## config.mk

```make
export PLATFORM = sky130hd
export DESIGN_NAME = sscmd_top
export DESIGN_NICKNAME = d
export VERILOG_FILES = /design/src/inc/sscmd_pkg.sv /design/src/sscmd_parser.sv /design/src/sscmd_top.sv
export VERILOG_INCLUDE_DIRS = /design/src /design/src/inc
export SDC_FILE = /design/constraint.sdc
export NUM_CORES = 1
export LEC_CHECK = 0
export BUFFER_PORTS_ARGS = -buffer_cell sky130_fd_sc_hd__buf_2
export CORE_UTILIZATION = 60
export CTS_CLUSTER_DIAMETER = 30
export DETAILED_ROUTE_END_ITERATION = 7
export HOLD_SLACK_MARGIN = 0.02
export PLACE_DENSITY = 0.83
export SLEW_MARGIN = 10
export SYNTH_ARGS = -nofsm -noshare
export SYNTH_HDL_FRONTEND = slang
export SYNTH_SLANG_ARGS = --single-unit
```

## constraint.sdc

```tcl
create_clock -name REF_CLK_I -period 26.7 [get_ports REF_CLK_I]
set_input_delay 2.67 -clock REF_CLK_I [delete_from_list [all_inputs] [get_ports REF_CLK_I]]
set_output_delay 2.67 -clock REF_CLK_I [all_outputs]
set_load 0.01 [all_outputs]
```

## src/inc/sscmd_defs.svh

```systemverilog
`ifndef SSCMD_DEFS_SVH
`define SSCMD_DEFS_SVH
`define SSCMD_CLK_HZ          25000000
`define SSCMD_RESET_DELAY_MS  100
`define SSCMD_RESET_CYCLES    ((`SSCMD_CLK_HZ / 1000) * `SSCMD_RESET_DELAY_MS)
`define SSCMD_CR              8'h0d
`define SSCMD_SM_CYCLIC       4'h8
`define SSCMD_SO_STATUS_BIT   1
`define SSCMD_SS_COORD_BIT    0
`define SSCMD_SS_SYNCED_BIT   1
`define SSCMD_SS_SUPPORT_BIT  2
`define SSCMD_SS_PEND_BIT     3
`define SSCMD_AF_MASK_DEF     64'h00ffffffffffffff
`define SSCMD_BASE_KHZ        902400
`define SSCMD_STEP_KHZ        400
`define SSCMD_MAX_ARG         8
`endif

```

## src/inc/sscmd_pkg.sv

```systemverilog
package sscmd_pkg;
    typedef enum logic [2:0] {
        SSCMD_RESP_OK    = 3'h0,
        SSCMD_RESP_ERROR = 3'h1,
        SSCMD_RESP_VALUE = 3'h2
    } sscmd_resp_type;

    typedef enum logic [11:0] {
        SSCMD_C_NONE  = 12'h000,
        SSCMD_C_APPLY = 12'h001,
        SSCMD_C_RST   = 12'h002,
        SSCMD_C_REST  = 12'h004,
        SSCMD_C_SAVE  = 12'h008,
        SSCMD_C_AFQ   = 12'h010,
        SSCMD_C_OSQ   = 12'h020,
        SSCMD_C_OWQ   = 12'h040,
        SSCMD_C_SSQ   = 12'h080,
        SSCMD_C_MSQ   = 12'h100,
        SSCMD_C_SMSET = 12'h200,
        SSCMD_C_STSET = 12'h400,
        SSCMD_C_SPSET = 12'h800
    } sscmd_cmd_type;

    typedef struct packed {
        logic [3:0]  mode;
        logic [31:0] sleep_t;
        logic [31:0] wake_t;
        logic [7:0]  opts;
    } sscmd_cfg_type;

    typedef struct packed {
        logic        valid;
        logic        sync_new;
        logic [31:0] sleep_t;
        logic [31:0] wake_t;
    } sscmd_sync_type;

    typedef struct packed {
        logic          valid;
        sscmd_resp_type kind;
        logic [63:0]   value;
    } sscmd_rsp_type;
endpackage

```

## src/sscmd_parser.sv

```systemverilog
`timescale 1ns/10ps
`include "sscmd_defs.svh"
// Line parser: two letters, optional hex argument, carriage return ends it
module sscmd_parser
    import sscmd_pkg::*;
(
    input  wire logic          clk_i,
    input  wire logic          rst_i,
    input  wire logic          rx_valid_i,
    input  wire logic [7:0]    rx_data_i,
    output sscmd_cmd_type      cmd_o,
    output logic               cmd_valid_o,
    output logic               has_arg_o,
    output logic [31:0]        arg_o
);
    typedef struct packed {
        logic [7:0]  c0;
        logic [7:0]  c1;
        logic [1:0]  n;
        logic [31:0] arg;
        logic        has;
        logic        bad;
        logic        done;
        sscmd_cmd_type cmd;
    } sscmd_pst_type;

    sscmd_pst_type st, next_st;
    logic [3:0] nib;
    logic       hex_ok;

    // Hex digit decode; bad characters poison the whole line
    always_comb begin
        nib    = 4'h0;
        hex_ok = 1'b0;
        if (rx_data_i >= 8'h30 && rx_data_i <= 8'h39) begin
            nib    = 4'(rx_data_i - 8'h30);
            hex_ok = 1'b1;
        end else if (rx_data_i >= 8'h41 && rx_data_i <= 8'h46) begin
            nib    = 4'(rx_data_i - 8'h37);
            hex_ok = 1'b1;
        end
    end

    // Gather characters and decode the two-letter code at line end
    always_comb begin
        next_st = st;
        next_st.done = 1'b0;
        if (rx_valid_i) begin
            if (rx_data_i == `SSCMD_CR) begin
                next_st.done = 1'b1;
                next_st.n    = 2'h0;
                next_st.has  = 1'b0;
                next_st.bad  = 1'b0;
                next_st.arg  = 32'h0;
                next_st.cmd  = SSCMD_C_NONE;
                if (st.n == 2'h2 && !st.bad) begin
                    unique case ({st.c0, st.c1})
                        16'h4143: next_st.cmd = SSCMD_C_APPLY;
                        16'h4652: next_st.cmd = SSCMD_C_RST;
                        16'h5245: next_st.cmd = SSCMD_C_REST;
                        16'h5752: next_st.cmd = SSCMD_C_SAVE;
                        16'h4146: next_st.cmd = SSCMD_C_AFQ;
                        16'h4f53: next_st.cmd = SSCMD_C_OSQ;
                        16'h4f57: next_st.cmd = SSCMD_C_OWQ;
                        16'h5353: next_st.cmd = SSCMD_C_SSQ;
                        16'h4d53: next_st.cmd = SSCMD_C_MSQ;
                        16'h534d: next_st.cmd = SSCMD_C_SMSET;
                        16'h5354: next_st.cmd = SSCMD_C_STSET;
                        16'h5350: next_st.cmd = SSCMD_C_SPSET;
                        default:  next_st.cmd = SSCMD_C_NONE;
                    endcase
                end
                next_st.has = st.has;
                next_st.arg = st.arg;
            end else if (st.n == 2'h0) begin
                next_st.c0  = rx_data_i;
                next_st.n   = 2'h1;
                // Argument of the last line must not leak into this one
                next_st.has = 1'b0;
                next_st.arg = 32'h0;
            end else if (st.n == 2'h1) begin
                next_st.c1 = rx_data_i;
                next_st.n  = 2'h2;
            end else begin
                next_st.has = 1'b1;
                next_st.bad = st.bad | !hex_ok;
                next_st.arg = {st.arg[27:0], nib};
            end
        end
    end

    always_ff @(posedge clk_i or posedge rst_i) begin
        if (rst_i) begin
            st <= '0;
        end else begin
            st <= next_st;
        end
    end

    assign cmd_o       = st.cmd;
    assign cmd_valid_o = st.done;
    assign has_arg_o   = st.has;
    assign arg_o       = st.arg;
endmodule // sscmd_parser

```

## src/sscmd_top.sv

```systemverilog
`timescale 1ns/10ps
`include "sscmd_defs.svh"
// Behaviour
// The apply command puts written settings into effect at once, staying in command mode.
// The reset command answers OK at once and pulses module reset 100 ms later.
// The restore command loads factory defaults into every setting.
// The save command copies the settings into non-volatile storage.
// After save the host sends nothing until it has the OK line.
// The available-frequency query is read only and returns the region channel bitfield.
// Bit n of that field is the channel at 902.400 MHz plus n times 400 kHz.
// Two queries return the operating sleep time and wake time.
// The sleep status query reports flags including coordinator status.
// Sleep cycles since the last sync are counted and returned on query.
// With the option set in API mode, a status frame is sent on wake and before sleep.
// A node whose sleep settings changed sends them to neighbours next wake.
// A support node rejects an outdated sync and answers with its newer settings; the code does this only while the node is coordinator.
// Sleep mode 8 is cyclic sleep, adopting the first sync from a synced node.
// An out-of-sync node adopts and aligns to a received network sync.
// Each command is a two-letter code, optional argument, carriage return, and gets a reply.
module sscmd_top
    import sscmd_pkg::*;
#(
    parameter int RESET_CYCLES = `SSCMD_RESET_CYCLES,
    parameter logic [63:0] AF_MASK = `SSCMD_AF_MASK_DEF
) (
    input  wire logic          REF_CLK_I,
    input  wire logic          RESET_I,
    input  wire logic          RX_VALID_I,
    input  wire logic [7:0]    RX_DATA_I,
    input  wire logic          API_MODE_I,
    input  wire logic          SUPPORT_NODE_I,
    input  wire logic          WAKE_EVENT_I,
    input  wire logic          SLEEP_EVENT_I,
    input  sscmd_sync_type     SYNC_RX_I,
    input  sscmd_cfg_type      FACTORY_CFG_I,
    output sscmd_rsp_type      RESP_O,
    output sscmd_cfg_type      ACTIVE_CFG_O,
    output sscmd_cfg_type      NV_CFG_O,
    output logic               NV_WRITE_O,
    output logic               MODULE_RESET_O,
    output sscmd_sync_type     SYNC_TX_O,
    output logic               STATUS_FRAME_O,
    output logic               STATUS_WAKE_O,
    output logic               COORDINATOR_O,
    output logic [15:0]        MISSED_SYNC_O
);
    typedef struct packed {
        sscmd_cfg_type  pend;
        sscmd_cfg_type  act;
        sscmd_cfg_type  nv;
        logic           nv_wr;
        logic           rst_arm;
        logic [31:0]    rst_cnt;
        logic           rst_out;
        sscmd_rsp_type  rsp;
        sscmd_sync_type stx;
        logic           chg_pend;
        logic           coord;
        logic           synced;
        logic           awake;
        logic [15:0]    missed;
        logic           sframe;
        logic           swake;
    } sscmd_st_type;

    sscmd_st_type  s, next_s;
    sscmd_cmd_type cmd;
    logic          cmd_valid;
    logic          has_arg;
    logic [31:0]   arg;
    logic          apply_chg;

    // Apply of changed times in this cycle, so a wake cannot swallow it
    assign apply_chg = cmd_valid && cmd == SSCMD_C_APPLY &&
                       (s.pend.sleep_t != s.act.sleep_t ||
                        s.pend.wake_t != s.act.wake_t);

    sscmd_parser u_parser (
        .clk_i       (REF_CLK_I),
        .rst_i       (RESET_I),
        .rx_valid_i  (RX_VALID_I),
        .rx_data_i   (RX_DATA_I),
        .cmd_o       (cmd),
        .cmd_valid_o (cmd_valid),
        .has_arg_o   (has_arg),
        .arg_o       (arg)
    );

    // Command execution, sync handling and sleep-cycle bookkeeping
    always_comb begin
        next_s           = s;
        next_s.nv_wr     = 1'b0;
        next_s.rst_out   = 1'b0;
        next_s.sframe    = 1'b0;
        next_s.stx.valid = 1'b0;
        next_s.rsp.valid = 1'b0;
        if (cmd_valid) begin
            next_s.rsp.valid = 1'b1;
            next_s.rsp.kind  = SSCMD_RESP_OK;
            next_s.rsp.value = 64'h0;
            unique case (cmd)
                SSCMD_C_APPLY: begin
                    // Staying in command mode: only settings move
                    if (s.pend.sleep_t != s.act.sleep_t ||
                        s.pend.wake_t != s.act.wake_t) begin
                        next_s.chg_pend = 1'b1;
                    end
                    next_s.act = s.pend;
                end
                SSCMD_C_RST: begin
                    next_s.rst_arm = 1'b1;
                    next_s.rst_cnt = 32'h0;
                end
                SSCMD_C_REST: next_s.pend = FACTORY_CFG_I;
                SSCMD_C_SAVE: begin
                    next_s.nv    = s.pend;
                    next_s.nv_wr = 1'b1;
                end
                SSCMD_C_AFQ: begin
                    next_s.rsp.kind  = SSCMD_RESP_VALUE;
                    next_s.rsp.value = has_arg ? 64'h0 : AF_MASK;
                    if (has_arg) begin
                        next_s.rsp.kind = SSCMD_RESP_ERROR;
                    end
                end
                SSCMD_C_OSQ: begin
                    next_s.rsp.kind  = SSCMD_RESP_VALUE;
                    next_s.rsp.value = {32'h0, s.act.sleep_t};
                end
                SSCMD_C_OWQ: begin
                    next_s.rsp.kind  = SSCMD_RESP_VALUE;
                    next_s.rsp.value = {32'h0, s.act.wake_t};
                end
                SSCMD_C_SSQ: begin
                    next_s.rsp.kind  = SSCMD_RESP_VALUE;
                    next_s.rsp.value = 64'h0;
                    next_s.rsp.value[`SSCMD_SS_COORD_BIT]   = s.coord;
                    next_s.rsp.value[`SSCMD_SS_SYNCED_BIT]  = s.synced;
                    next_s.rsp.value[`SSCMD_SS_SUPPORT_BIT] = SUPPORT_NODE_I;
                    next_s.rsp.value[`SSCMD_SS_PEND_BIT]    = s.chg_pend;
                end
                SSCMD_C_MSQ: begin
                    next_s.rsp.kind  = SSCMD_RESP_VALUE;
                    next_s.rsp.value = {48'h0, s.missed};
                end
                SSCMD_C_SMSET, SSCMD_C_STSET, SSCMD_C_SPSET: begin
                    if (!has_arg) begin
                        next_s.rsp.kind = SSCMD_RESP_ERROR;
                    end else if (cmd == SSCMD_C_SMSET) begin
                        next_s.pend.mode = arg[3:0];
                    end else if (cmd == SSCMD_C_STSET) begin
                        next_s.pend.wake_t = arg;
                    end else begin
                        next_s.pend.sleep_t = arg;
                    end
                end
                default: next_s.rsp.kind = SSCMD_RESP_ERROR;
            endcase
        end

        // Delayed reset leaves time for the OK line to go out
        if (s.rst_arm) begin
            if (s.rst_cnt == 32'(RESET_CYCLES - 1)) begin
                next_s.rst_arm = 1'b0;
                next_s.rst_out = 1'b1;
            end else begin
                next_s.rst_cnt = s.rst_cnt + 32'h1;
            end
        end

        // Wake: broadcast changed settings and emit status frame
        if (WAKE_EVENT_I && !s.awake) begin
            next_s.awake = 1'b1;
            next_s.missed = s.missed + 16'h1;
            if (s.chg_pend) begin
                next_s.stx = {1'b1, 1'b1, s.act.sleep_t, s.act.wake_t};
                next_s.chg_pend = apply_chg; // Fresh change wins the clear
                next_s.coord    = 1'b1;
                next_s.synced   = 1'b1;
            end
            if (API_MODE_I && s.act.opts[`SSCMD_SO_STATUS_BIT]) begin
                next_s.sframe = 1'b1;
                next_s.swake  = 1'b1;
            end
        end else if (SLEEP_EVENT_I && s.awake) begin
            next_s.awake = 1'b0;
            if (API_MODE_I && s.act.opts[`SSCMD_SO_STATUS_BIT]) begin
                next_s.sframe = 1'b1;
                next_s.swake  = 1'b0;
            end
        end

        // Incoming sync: reject stale ones on a coordinating support node, else adopt if unsynced, new or cyclic mode
        if (SYNC_RX_I.valid) begin
            if (SUPPORT_NODE_I && !SYNC_RX_I.sync_new && s.coord) begin
                next_s.stx = {1'b1, 1'b1, s.act.sleep_t, s.act.wake_t};
                next_s.missed = 16'h0;
            end else if (!s.synced || SYNC_RX_I.sync_new ||
                         s.act.mode == `SSCMD_SM_CYCLIC) begin
                next_s.act.sleep_t = SYNC_RX_I.sleep_t;
                next_s.act.wake_t  = SYNC_RX_I.wake_t;
                next_s.pend.sleep_t = SYNC_RX_I.sleep_t;
                next_s.pend.wake_t  = SYNC_RX_I.wake_t;
                next_s.synced = 1'b1;
                next_s.coord  = 1'b0;
                next_s.missed = 16'h0;
            end else begin
                next_s.missed = 16'h0;
            end
        end
    end

    always_ff @(posedge REF_CLK_I or posedge RESET_I) begin
        if (RESET_I) begin
            s <= '0;
        end else begin
            s <= next_s;
        end
    end

    assign RESP_O         = s.rsp;
    assign ACTIVE_CFG_O   = s.act;
    assign NV_CFG_O       = s.nv;
    assign NV_WRITE_O     = s.nv_wr;
    assign MODULE_RESET_O = s.rst_out;
    assign SYNC_TX_O      = s.stx;
    assign STATUS_FRAME_O = s.sframe;
    assign STATUS_WAKE_O  = s.swake;
    assign COORDINATOR_O  = s.coord;
    assign MISSED_SYNC_O  = s.missed;

    property p_reset_ok;
        @(posedge REF_CLK_I) disable iff (RESET_I)
        (cmd_valid && cmd == SSCMD_C_RST) |=> RESP_O.valid &&
            RESP_O.kind == SSCMD_RESP_OK && s.rst_arm;
    endproperty
    a_reset_ok: assert property (p_reset_ok)
        else $error("reset command not acknowledged");

    property p_apply;
        @(posedge REF_CLK_I) disable iff (RESET_I)
        (cmd_valid && cmd == SSCMD_C_APPLY && !SYNC_RX_I.valid)
            |=> ACTIVE_CFG_O == $past(s.pend);
    endproperty
    a_apply: assert property (p_apply)
        else $error("apply did not take settings");

    property p_restore;
        @(posedge REF_CLK_I) disable iff (RESET_I)
        (cmd_valid && cmd == SSCMD_C_REST && !SYNC_RX_I.valid)
            |=> s.pend == $past(FACTORY_CFG_I);
    endproperty
    a_restore: assert property (p_restore)
        else $error("restore did not load defaults");

    property p_save;
        @(posedge REF_CLK_I) disable iff (RESET_I)
        (cmd_valid && cmd == SSCMD_C_SAVE) |=> NV_WRITE_O &&
            NV_CFG_O == $past(s.pend);
    endproperty
    a_save: assert property (p_save)
        else $error("save did not write storage");

    property p_af;
        @(posedge REF_CLK_I) disable iff (RESET_I)
        (cmd_valid && cmd == SSCMD_C_AFQ && !has_arg)
            |=> RESP_O.value == AF_MASK;
    endproperty
    a_af: assert property (p_af)
        else $error("frequency field wrong");

    property p_os;
        @(posedge REF_CLK_I) disable iff (RESET_I)
        (cmd_valid && cmd == SSCMD_C_OSQ)
            |=> RESP_O.value[31:0] == $past(s.act.sleep_t);
    endproperty
    a_os: assert property (p_os)
        else $error("sleep time answer wrong");

    property p_ss;
        @(posedge REF_CLK_I) disable iff (RESET_I)
        (cmd_valid && cmd == SSCMD_C_SSQ)
            |=> RESP_O.value[`SSCMD_SS_COORD_BIT] == $past(s.coord);
    endproperty
    a_ss: assert property (p_ss)
        else $error("coordinator flag wrong");

    property p_ms;
        @(posedge REF_CLK_I) disable iff (RESET_I)
        SYNC_RX_I.valid |=> MISSED_SYNC_O == 16'h0;
    endproperty
    a_ms: assert property (p_ms)
        else $error("missed count not cleared by sync");

    property p_frame;
        @(posedge REF_CLK_I) disable iff (RESET_I)
        (WAKE_EVENT_I && !s.awake && API_MODE_I &&
         s.act.opts[`SSCMD_SO_STATUS_BIT]) |=> STATUS_FRAME_O && STATUS_WAKE_O;
    endproperty
    a_frame: assert property (p_frame)
        else $error("wake status frame missing");

    property p_reject;
        @(posedge REF_CLK_I) disable iff (RESET_I)
        (SYNC_RX_I.valid && SUPPORT_NODE_I && !SYNC_RX_I.sync_new && s.coord)
            |=> SYNC_TX_O.valid && $stable(ACTIVE_CFG_O.sleep_t);
    endproperty
    a_reject: assert property (p_reject)
        else $error("stale sync not rejected");
endmodule // sscmd_top

```

==> metrics.md, run 1 <==
| Metric | Value |
|---|---|
| Status | finished clean |
| Max VDD drop | approximately 0.070 mV |
| Final Cycle Share | 0.172 |
| Drt drc | 0 |
| Buffers & Inverters on Critical Path | 3 |
| DR pass1 iterations | 5 |
| Slew Viols, Final | 0 |
| Largest stage delay on the critical path | 0.80 ns |
| CP dominant cell by count | buf_4 |
| P_int | about 0.0017 W |
| Worst Path Arrival | 5.08 ns |
| RR Endpoint | s[416] |
| RSZ-0062 raised after global routing | false |
| GR Util All Layers | 0.386 |
| Final #Nets | ~2500 |
| Synth top area cells | dfrtp_1, buf_4, mux2_2 |
| IO Pins | between 400 and 500 |
| LEAKAGE | ~13 nW |
| Tightest Pin Transition | 1.17 ns |
| Postcts setup bufs | 0 |
| Gate family responsible for the most delay along the worst path | buffers and inverters |
| Cts hold-fix bufs | 0 |
| Gpl congestion | slightly above 0.9 |
| Yosys top cell by area | dfrtp_1 |
| WS Path Type | in2reg |
| Seq/Total Area, Yosys | 0.496 |
| CTS tree | yes |
| Final ANT Viol Nets | 0 |
| Root Buffer | clkbuf_16 |
| Psw | 0.000682 W |
| Setup Skew | between 0.02 and 0.025 ns |
| Sw Share | 0.283 |
| Port Buf Inserts | approximately 450 |
| Comb pwr share | 0.132 |
| CTS Buffer Depth | 3 |
| Synth Cell Area | roughly 23000 µm² |
| Clock insertion delay at the later pin of the skew report | slightly above 0.6 ns |
| Vias per Instance | roughly 6.3 |
| FMAX | around 0.22 GHz |
| Final setup fails | 0 |
| Yosys warning count | 0 |
| Mean Syn Cell Area | ~10 µm² |
| HP Class | reg2reg |
| Vias | approximately 19000 |
| #FFs+latches synth | between 400 and 500 |
| H-Tree Depth | 3 |
| DIE WIDTH | around 200 µm |
| Area share of the largest cell type after synthesis | 0.496 |
| DRT Wirelength | 74900 µm |
| Layout area overhead | 17.0% |
| Hold EP | SYNC_TX_O[64] |
| WP data required | about 27 ns |
| Clk pwr share | 0.502 |
| Setup TNS | 0 ns |
| PostCTS Resize Cnt | 0 |
| Util after Layout | 0.712 |
| Hold wc startpoint | SYNC_TX_O[64] |
| Starting Density | 0.608 |
| Fin crit period | around 4.6 ns |
| GRT overflow | 0 |
| Wire length per cell | roughly 25 µm |
| Die height | about 200 µm |
| Hold path depth | 1 |
| Largest net degree at the start of global routing | between 80 and 90 |
| Post-Syn Instances | between 2000 and 2500 |
| Ys async rst share | 1.00 |
| Crit-path cells | buf_2, nand3b_1, o311ai_2, buf_4, buf_4, nor2_1, a31oi_1 |
| Fin. Hold Viols | 0 |
| Layout cells sized above 1 | 0.356 |
| Worst r2r src | u_parser.cmd_o[5] |
| R2R cell count | 5 |
| Max-cap violations | 0 |
| Top_reg_cell synth | dfrtp_1 |
| Post-DP HPWL | just under 50000 µm |
| CTS clk-pin slew, worst paths | 0.05 ns |
| Clock sink count | 452 |
| Peak fanout along the critical path | 80 |
| Standard-cell rows | 71 |
| Slew headroom | 0.212 |
| Most numerous cell in the Yosys netlist | dfrtp_1 |
| Antenna violations before repair | 16 |
| First-pass GRT wire length | approximately 110000 µm |
| Sequential group share of total power | 0.366 |
| Worst reg2reg setup slack | 23.22 ns |
| Crit start category | primary input |
| DRT iter0 DRCs | 1962 |
| Die footprint | between 30000 and 40000 µm² |
| CORE AREA | between 30000 and 40000 µm² |
| EDFF count, synth | 0 |
| Pwr dens | about 90 nW/µm² |
| CP endpoint kind | flop |
| Commonest cells in the netlist | dfrtp_1, buf_4, nand2_1, mux2_2, nor2_1 |
| Yosys cell types | 68 |
| Number of global-route vias before repair | between 15000 and 20000 |
| Clock buffer count from CTS | 95 |
| CP max-delay cell | buf_4 |
==> registers in the layout, summed over array words and instances (netlist names), 16 cells and up <==
name / flops
u_parser.st: 19
RESP_O: 36
SYNC_TX_O: 66
u_parser.arg_o: 32
ACTIVE_CFG_O: 76
s: 112
NV_CFG_O: 76
MISSED_SYNC_O: 16
==> power groups by stage <==
stage                     clock, W  combinational [W]  sequential [W]
after floorplan                  0           0.000273        0.000850
after global placement           0           0.000300        0.000878
after detailed placement         0           0.000308        0.000886
after CTS                  0.00121           0.000315        0.000878
after global routing       0.00125           0.000342        0.000892
final                      0.00121           0.000318        0.000883
==> metrics by stage <==
| stage | instances | hold slack (ns) | setup WS (ns) | instance area [µm²] | power (W) |
|---|---|---|---|---|---|
| after global placement | 2756 | 0.454 | 21.47 | 23300 | 0.00118 |
| after floorplan | 2190 | 0.349 | 11.43 | 22800 | 0.00112 |
| after global routing | 2945 | 0.492 | 21.73 | 26700 | 0.00248 |
| final | 2950 | 0.477 | 22.12 | 26700 | 0.00241 |
| after CTS | 2936 | 0.470 | 22.02 | 26600 | 0.00241 |
| after detailed placement | 2757 | 0.456 | 21.38 | 23300 | 0.00119 |
==> worst register-to-register path: cells and delay by family, from the launching register on <==
kind / cells / cell delay, ns
multiplexers: 1 / 0.38
AND/OR/NAND/NOR: 2 / 1.32
flip-flops: 1 / 0.52
AO/OA/AOI/OAI: 1 / 0.35
buffers and inverters: 1 / 0.79
==> worst max path at each step <==
stage	start	end	slack (ns)	cells after the start
finish	SYNC_RX_I[64]	ACTIVE_CFG_O[62]	22.12	7
global route	RESET_I	s[183]	21.73	4
CTS	SYNC_RX_I[65]	SYNC_TX_O[52]	22.02	5
detailed placement	SYNC_RX_I[65]	SYNC_TX_O[28]	21.38	5
global placement	SYNC_RX_I[65]	SYNC_TX_O[61]	21.47	5
floorplan	RESET_I	ACTIVE_CFG_O[0]	11.43	1
==> logic make-up (layout without fill, tap and decap cells) <==
family                     Yosys count  count (layout)  synth area share
muxes                              190             190            0.0931
adders and majority gates            5               5           0.00274
other                                1              22          0.000164
and+or+nand+nor                    599             599             0.124
AOI/OAI and AO/OA                  400             400             0.123
DFF                                452             452             0.496
xor gates and xnor gates            89              89            0.0342
buffers and inverters              446             682             0.127
==> placed cells by master, fill, tap and decap left out, types with 81 or more instances in the layout <==
cell type,netlist,routed
a21oi_1,91,91
a221oi_1,89,89
a31oi_1,82,82
buf_2,33,454
clkbuf_16,0,97
dfrtp_1,452,452
mux2_2,177,177
nand2_1,290,290
nor2_1,117,116
xor2_1,81,81
==> per-layer routing <==
| layer | vias to the layer above | part of all wire | GRT usage |
|---|---|---|---|
| li1 | 7830 | - | - |
| met1 | 9166 | 0.37 | 0.482 |
| met2 | 1366 | 0.46 | 0.597 |
| met3 | 310 | 0.11 | 0.108 |
| met4 | 8 | 0.060 | 0.238 |
| met5 | - | 0.00060 | 0 |
==> layout make-up <==
| type | count | area [µm²] |
|---|---|---|
| Antenna cell | 13 | 32.5 |
| Tap cell | 511 | 639 |
| Fill cell | 2595 | 10800 |
| Timing Repair Buffer | 485 | 2530 |
| Sequential cell | 452 | 11300 |
| Inverter | 18 | 75.1 |
| Multi-Input combinational cell | 1292 | 8740 |
| Clock buffer | 120 | 2640 |
| Clock inverter | 59 | 714 |
No activity file was read; power rests on OpenSTA's default activity.
==> inputs of run 2 (changes only) <==
CORE_UTILIZATION = 50   (was 60)
PLACE_DENSITY = 0.74   (was 0.83)
clock period = 3.8 ns   (was 26.7 ns; I/O delays follow)
==> metrics.md, run 2 (same netlist as run 1, synthesis figures left out) <==
| Metric | Value |
|---|---|
| CP endpoint kind | flop (unchanged) |
| Worst r2r src | u_parser.cmd_o[8] (was u_parser.cmd_o[5]) |
| CTS Buffer Depth | 3 (unchanged) |
| Crit-path cells | nor4_4, nand2_1, nor4_4, buf_4, a221oi_1, o2bb2ai_1 (was buf_2, nand3b_1, o311ai_2, buf_4, buf_4, nor2_1, a31oi_1) |
| Worst reg2reg setup slack | 0.63 ns (was 23.22 ns) |
| Multi-input logic area | 8740 µm² (about the same) |
| Max reg flops | 112 (unchanged) |
| CTS clk-pin slew, worst paths | 0.05 ns (about the same) |
| Hold EP | s[367] (was SYNC_TX_O[64]) |
| GRT overflow | 0 (unchanged) |
| Clock sink count | 452 (unchanged) |
| Clock buffer count from CTS | 102 (was 95) |
| Dpl cell area | 23500 µm² (was 23300 µm²) |
| Clk pwr share | 0.520 (was 0.502) |
| Setup TNS | 0 ns (unchanged) |
| Starting Density | 0.511 (was 0.608) |
| Cts hold-fix bufs | 42 (was 0) |
| Final WS setup | 0.628 ns (was 22.12 ns) |
| Clock insertion delay at the later pin of the skew report | 0.64 ns (was 0.62 ns) |
| Root Buffer | clkbuf_16 (unchanged) |
| Fin crit period | 3.17 ns |
| Final design area excluding fillers | 27700 µm² (was 26700 µm²) |
| CP dominant cell by count | nor4_4 (was buf_4) |
| DIE WIDTH | 216 µm (was 197 µm) |
| Commonest cells after routing, fill and taps aside | buf_2, dfrtp_1, nand2_1, mux2_2, nor2_1 (unchanged) |
| Sequential group share of total power | 0.351 (was 0.366) |
| Final Cycle Share | 0.835 |
| Peak fanout along the critical path | 16 (was 80) |
| Max VDD drop | 0.463 mV (was 0.0701 mV) |
| Antenna violations before repair | 13 (was 16) |
| Gate family responsible for the most delay along the worst path | simple AND/OR/NAND/NOR gates (was buffers and inverters) |
| WS Path Type | reg2reg (was in2reg) |
| Hold wc startpoint | SYNC_RX_I[16] (was SYNC_TX_O[64]) |
| Place WS | 0.671 ns (was 21.38 ns) |
| DR pass1 iterations | 7 (was 5) |
| Number of global-route vias before repair | 18400 (was 18700) |
| Comb pwr share | 0.129 (was 0.132) |
| Wire length per cell | 24.6 µm (was 25.4 µm) |
| Pwr dens | 637 nW/µm² (was 90.4 nW/µm²) |
| Hold path depth | 3 (was 1) |
| Commonest non-fill, non-tap cell in the layout | buf_2 (unchanged) |
| Setup crit start | u_parser.cmd_o[8] (was SYNC_RX_I[64]) |
| Drt drc | 0 (unchanged) |
| Setup Skew | 0.0234 ns (was 0.0200 ns) |
| Tot Pwr | 0.0176 W (was 0.00241 W) |
| Post-DP HPWL | 50800 µm (was 49100 µm) |
| Psw | 0.00481 W (was 0.000682 W) |
| HP Class | in2reg (was reg2reg) |
| Worst Path Arrival | 3.71 ns (was 5.08 ns) |
| Final setup fails | 0 (unchanged) |
| DRT Wirelength | 75900 µm (was 74900 µm) |
| Vias per Instance | 5.97 (was 6.33) |
| LEAKAGE | 13.3 nW (was 12.9 nW) |
| DRT iter0 DRCs | 1856 (was 1962) |
| Largest stage delay on the critical path | 0.77 ns (was 0.80 ns) |
| RR Endpoint | RESP_O[24] (was s[416]) |
| Sequential Area | 11300 µm² (unchanged) |
| FMAX | approximately 0.32 GHz |
| Port Buf Inserts | 454 (unchanged) |
| Largest net degree at the start of global routing | 133 (was 84) |
| IO Pins | 464 (unchanged) |
| Die height | 216 µm (was 197 µm) |
| P_int | 0.0128 W (was 0.00173 W) |
| RSZ-0062 raised after global routing | false (unchanged) |
| # fillers | 3537 (was 2595) |
| CP max-delay cell | nor4_4 (was buf_4) |
| R2R cell count | 6 (was 5) |
| Postcts setup bufs | 0 (unchanged) |
| Layout cells sized above 1 | 0.355 (was 0.356) |
| Util after Layout | 0.620 (was 0.712) |
| CORE AREA | 44600 µm² (was 37500 µm²) |
| Layout area overhead | 21.3% (was 17.0%) |
| Gpl congestion | 0.915 (was 0.905) |
| Slew Viols, Final | 0 (unchanged) |
| WP data required | 4.34 ns (was 27.20 ns) |
| Tightest Pin Transition | 1.11 ns (was 1.17 ns) |
| Buffers & Inverters on Critical Path | 1 (was 3) |
| First-pass GRT wire length | 114000 µm (was 112000 µm) |
| Die footprint | 46500 µm² (was 38800 µm²) |
| Largest reg by FF count | s (unchanged) |
| Status | finished clean (unchanged) |
| Final ANT Viol Nets | 0 (unchanged) |
| CTS tree | yes (unchanged) |
| Standard-cell rows | 77 (was 71) |
| Fin. Hold Viols | 0 (unchanged) |
| Crit start category | flop (was primary input) |
| Vias | 18400 (was 18700) |
| Max-cap violations | 0 (unchanged) |
| GR Util All Layers | 0.323 (was 0.386) |
| Slew headroom | 0.252 (was 0.212) |
| Sw Share | 0.273 (was 0.283) |
| H-Tree Depth | 3 (unchanged) |
| Final #Nets | 2560 (was 2506) |
| PostCTS Resize Cnt | 0 (unchanged) |
-- run 2: cell count changes in the layout (fill, tap and decap cells not counted), moves of 4 or more --
cell and delta:
clkbuf_16 +6, dlygate4sd3_1 +42, buf_12 +9, clkinvlp_4 +4
clkbuf_8 +8, clkinv_2 -5
-- run 2: power by group through the flow --
stage / registers, W / clock network (W) / logic, W
2_1_floorplan: 0.00597 / 0 / 0.00192
3_3_place_gp: 0.00617 / 0 / 0.00216
3_5_place_dp: 0.00622 / 0 / 0.00221
4_1_cts: 0.00616 / 0.00924 / 0.00226
5_1_grt: 0.00626 / 0.00952 / 0.00243
6_report: 0.00619 / 0.00917 / 0.00226
-- run 2: worst min-delay path: stages --
cell and delay (ns):
buf_2 0.08, nor2_1 0.05, a21oi_1 0.12
-- run 2: worst max path at each step --
stage	cells past startpoint	endpoint	slack, ns
global route	6	RESP_O[26]	0.46
global placement	6	RESP_O[23]	0.77
floorplan	1	ACTIVE_CFG_O[0]	-2.69
finish	6	RESP_O[24]	0.63
CTS	6	RESP_O[24]	0.64
detailed placement	6	RESP_O[30]	0.67
-- run 2: stage by stage --
stage / std cells / hold slack (ns)
floorplan: 2190 / 0.349
global placement: 2843 / 0.448
detailed placement: 2843 / 0.459
CTS: 3076 / 0.0219
global route: 3085 / 0.0318
finish: 3087 / 0.0402
-- run 2: layout make-up --
class	count	share of cell area
Timing Repair Buffer	532	0.112
Clock inverter	58	0.0281
Multi-Input combinational cell	1292	0.316
Antenna cell	10	0.000905
Tap cell	592	0.0268
Inverter	18	0.00258
Sequential cell	452	0.409
Clock buffer	133	0.105
-- run 2: metal layers --
| metal | track usage | up-vias | part of all wire |
|---|---|---|---|
| met1 | 0.425 | 9188 | 0.40 |
| met2 | 0.505 | 1095 | 0.46 |
| met3 | 0.0772 | 196 | 0.089 |
| li1 | - | 7938 | - |
| met4 | 0.155 | 4 | 0.042 |
| met5 | 0 | - | 0.00033 |
==> inputs of run 3 (changes only) <==
clock period = 2.9 ns   (was 3.8 ns; I/O delays follow)
==> metrics.md, run 3 (same netlist as run 1, synthesis figures left out) <==
| Metric | Value |
|---|---|
| DRT Wirelength | 80500 µm (was 75900 µm) |
| Starting Density | 0.511 (unchanged) |
| Cts hold-fix bufs | 145 (was 42) |
| Clock sink count | 452 (unchanged) |
| Crit-path cells | or4_1, nor4_4, buf_4, a221oi_1, a21oi_1 (was nor4_4, nand2_1, nor4_4, buf_4, a221oi_1, o2bb2ai_1) |
| Gpl congestion | 0.929 (was 0.915) |
| Layout cells sized above 1 | 0.345 (was 0.355) |
| Clock buffer count from CTS | 103 (was 102) |
| DIE WIDTH | 216 µm (unchanged) |
| LEAKAGE | 13.8 nW (was 13.3 nW) |
| RSZ-0062 raised after global routing | false (unchanged) |
| Sequential Area | 11300 µm² (unchanged) |
| Tot Pwr | 0.0235 W (was 0.0176 W) |
| Commonest non-fill, non-tap cell in the layout | buf_2 (unchanged) |
| Crit start category | flop (unchanged) |
| Final ANT Viol Nets | 0 (unchanged) |
| Setup Skew | 0.0352 ns (was 0.0234 ns) |
| Final setup fails | 0 (unchanged) |
| CTS clk-pin slew, worst paths | 0.05 ns (about the same) |
| Vias per Instance | 6.05 (was 5.97) |
| Standard-cell rows | 77 (unchanged) |
| Clock insertion delay at the later pin of the skew report | 0.66 ns (was 0.64 ns) |
| HP Class | in2reg (unchanged) |
| Largest stage delay on the critical path | 0.72 ns (was 0.77 ns) |
| Min Hold Slack | 0.0341 ns (was 0.0402 ns) |
| CP endpoint kind | flop (unchanged) |
| FMAX | 0.377 GHz (was 0.315 GHz) |
| IO Pins | 464 (unchanged) |
| Max VDD drop | 0.676 mV (was 0.463 mV) |
| Max-cap violations | 0 (unchanged) |
| CTS tree | yes (unchanged) |
| Antenna violations before repair | 5 (was 13) |
| Largest reg by FF count | s (unchanged) |
| Layout area overhead | 26.4% (was 21.3%) |
| Commonest cells after routing, fill and taps aside | buf_2, dfrtp_1, nand2_1, mux2_2, dlygate4sd3_1 (was buf_2, dfrtp_1, nand2_1, mux2_2, nor2_1) |
| Drt drc | 0 (unchanged) |
| GR Util All Layers | 0.345 (was 0.323) |
| Sequential group share of total power | 0.346 (was 0.351) |
| Postcts setup bufs | 0 (unchanged) |
| Sw Share | 0.282 (was 0.273) |
| Buffers & Inverters on Critical Path | 1 (unchanged) |
| Wire length per cell | 25.1 µm (was 24.6 µm) |
| Max reg flops | 112 (unchanged) |
| Final #Nets | 2685 (was 2560) |
| DR pass1 iterations | 7 (unchanged) |
| Die height | 216 µm (unchanged) |
| Worst Path Arrival | 3.21 ns (was 3.71 ns) |
| Gate family responsible for the most delay along the worst path | simple AND/OR/NAND/NOR gates (unchanged) |
| Tightest Pin Transition | 1.31 ns (was 1.11 ns) |
| Peak fanout along the critical path | 25 (was 16) |
| P_int | 0.0169 W (was 0.0128 W) |
| GRT overflow | 0 (unchanged) |
| Comb pwr share | 0.135 (was 0.129) |
| Multi-input logic area | 8740 µm² (unchanged) |
| Fin. Hold Viols | 0 (unchanged) |
| Vias | 19400 (was 18400) |
| WS Path Type | reg2reg (unchanged) |
| Post-DP HPWL | 51300 µm (was 50800 µm) |
| CTS Buffer Depth | 3 (unchanged) |
| WP data required | 3.46 ns (was 4.34 ns) |
| Place WS | 0.288 ns (was 0.671 ns) |
| PostCTS Resize Cnt | 0 (unchanged) |
| Fin crit period | 2.65 ns (was 3.17 ns) |
| Port Buf Inserts | 454 (unchanged) |
| DRT iter0 DRCs | 1990 (was 1856) |
| Number of global-route vias before repair | 19900 (was 18400) |
| Clk pwr share | 0.519 (was 0.520) |
| Largest net degree at the start of global routing | 129 (was 133) |
| Psw | 0.00663 W (was 0.00481 W) |
| Slew headroom | 0.123 (was 0.252) |
| Pwr dens | 816 nW/µm² (was 637 nW/µm²) |
| Final Cycle Share | 0.915 (was 0.835) |
| Status | finished clean (unchanged) |
| Root Buffer | clkbuf_16 (unchanged) |
| CORE AREA | 44600 µm² (unchanged) |
| Final WS setup | 0.247 ns (was 0.628 ns) |
| Die footprint | 46500 µm² (unchanged) |
| First-pass GRT wire length | 122000 µm (was 114000 µm) |
| CP max-delay cell | or4_1 (was nor4_4) |
| # fillers | 3287 (was 3537) |
| Slew Viols, Final | 0 (unchanged) |
| H-Tree Depth | 3 (unchanged) |
==> run 3: cell types whose count changed in the layout (fill, tap and decap cells not counted), moves of 4 or more <==
cell,before,now
dlygate4sd3_1,42,145
buf_4,26,46
clkbuf_8,21,9
clkbuf_1,9,15
diode_2,10,5
clkinv_4,10,14
==> run 3: metal layers <==
metal  vias to the layer above  GRT usage  wire [µm]
met5                         -          0         13
met4                         2      0.196       4250
met3                       293     0.0923       7910
met2                      1399      0.531      36900
met1                      9544      0.439      31400
li1                       8172          -          -
==> run 3: path summary, 6_finish.rpt <==
path	slack, ns	from	depth (start not counted)	end
max in group asynchronous	1.65	RESET_I	4	s[414]
min in group asynchronous	0.32	RESET_I	3	STATUS_FRAME_O
worst min-delay path	0.03	FACTORY_CFG_I[11]	3	s[354]
worst max-delay path	0.25	u_parser.cmd_o[5]	5	s[381]
worst max register to register	0.25	u_parser.cmd_o[5]	5	s[381]
worst min register to register	0.48	RESP_O[30]	1	RESP_O[30]
==> run 3: final cells by class <==
type                            instances  share of cell area
Sequential cell                       452               0.392
Multi-Input combinational cell       1292               0.303
Timing Repair Buffer                  656               0.149
Clock buffer                          128              0.0965
Clock inverter                         66              0.0306
Tap cell                              592              0.0257
Inverter                               18             0.00247
Antenna cell                            5            0.000434
==> run 3: power by group through the flow <==
| stage | combinational (W) | sequential (W) | clock [W] |
|---|---|---|---|
| 6_report | 0.00317 | 0.00814 | 0.0122 |
| 5_1_grt | 0.00338 | 0.00823 | 0.0126 |
| 4_1_cts | 0.00311 | 0.00808 | 0.0122 |
| 3_5_place_dp | 0.00292 | 0.00815 | 0 |
| 3_3_place_gp | 0.00284 | 0.00809 | 0 |
| 2_1_floorplan | 0.00251 | 0.00783 | 0 |
==> run 3: stage by stage <==
step            TNS, ns   util  area, µm²  instances
6_report              0  0.646      28800       3209
5_1_grt               0  0.646      28800       3208
4_1_cts               0  0.646      28800       3204
3_5_place_dp          0  0.531      23700       2865
3_3_place_gp          0  0.531      23700       2865
2_1_floorplan  -1583.40      -      22800       2190
==> run 3: worst register-to-register path, stage by stage, from the launching register on <==
cell and delay (ns):
dfrtp_1 0.53, or4_1 0.72, nor4_4 0.55, buf_4 0.42, a221oi_1 0.16, a21oi_1 0.19
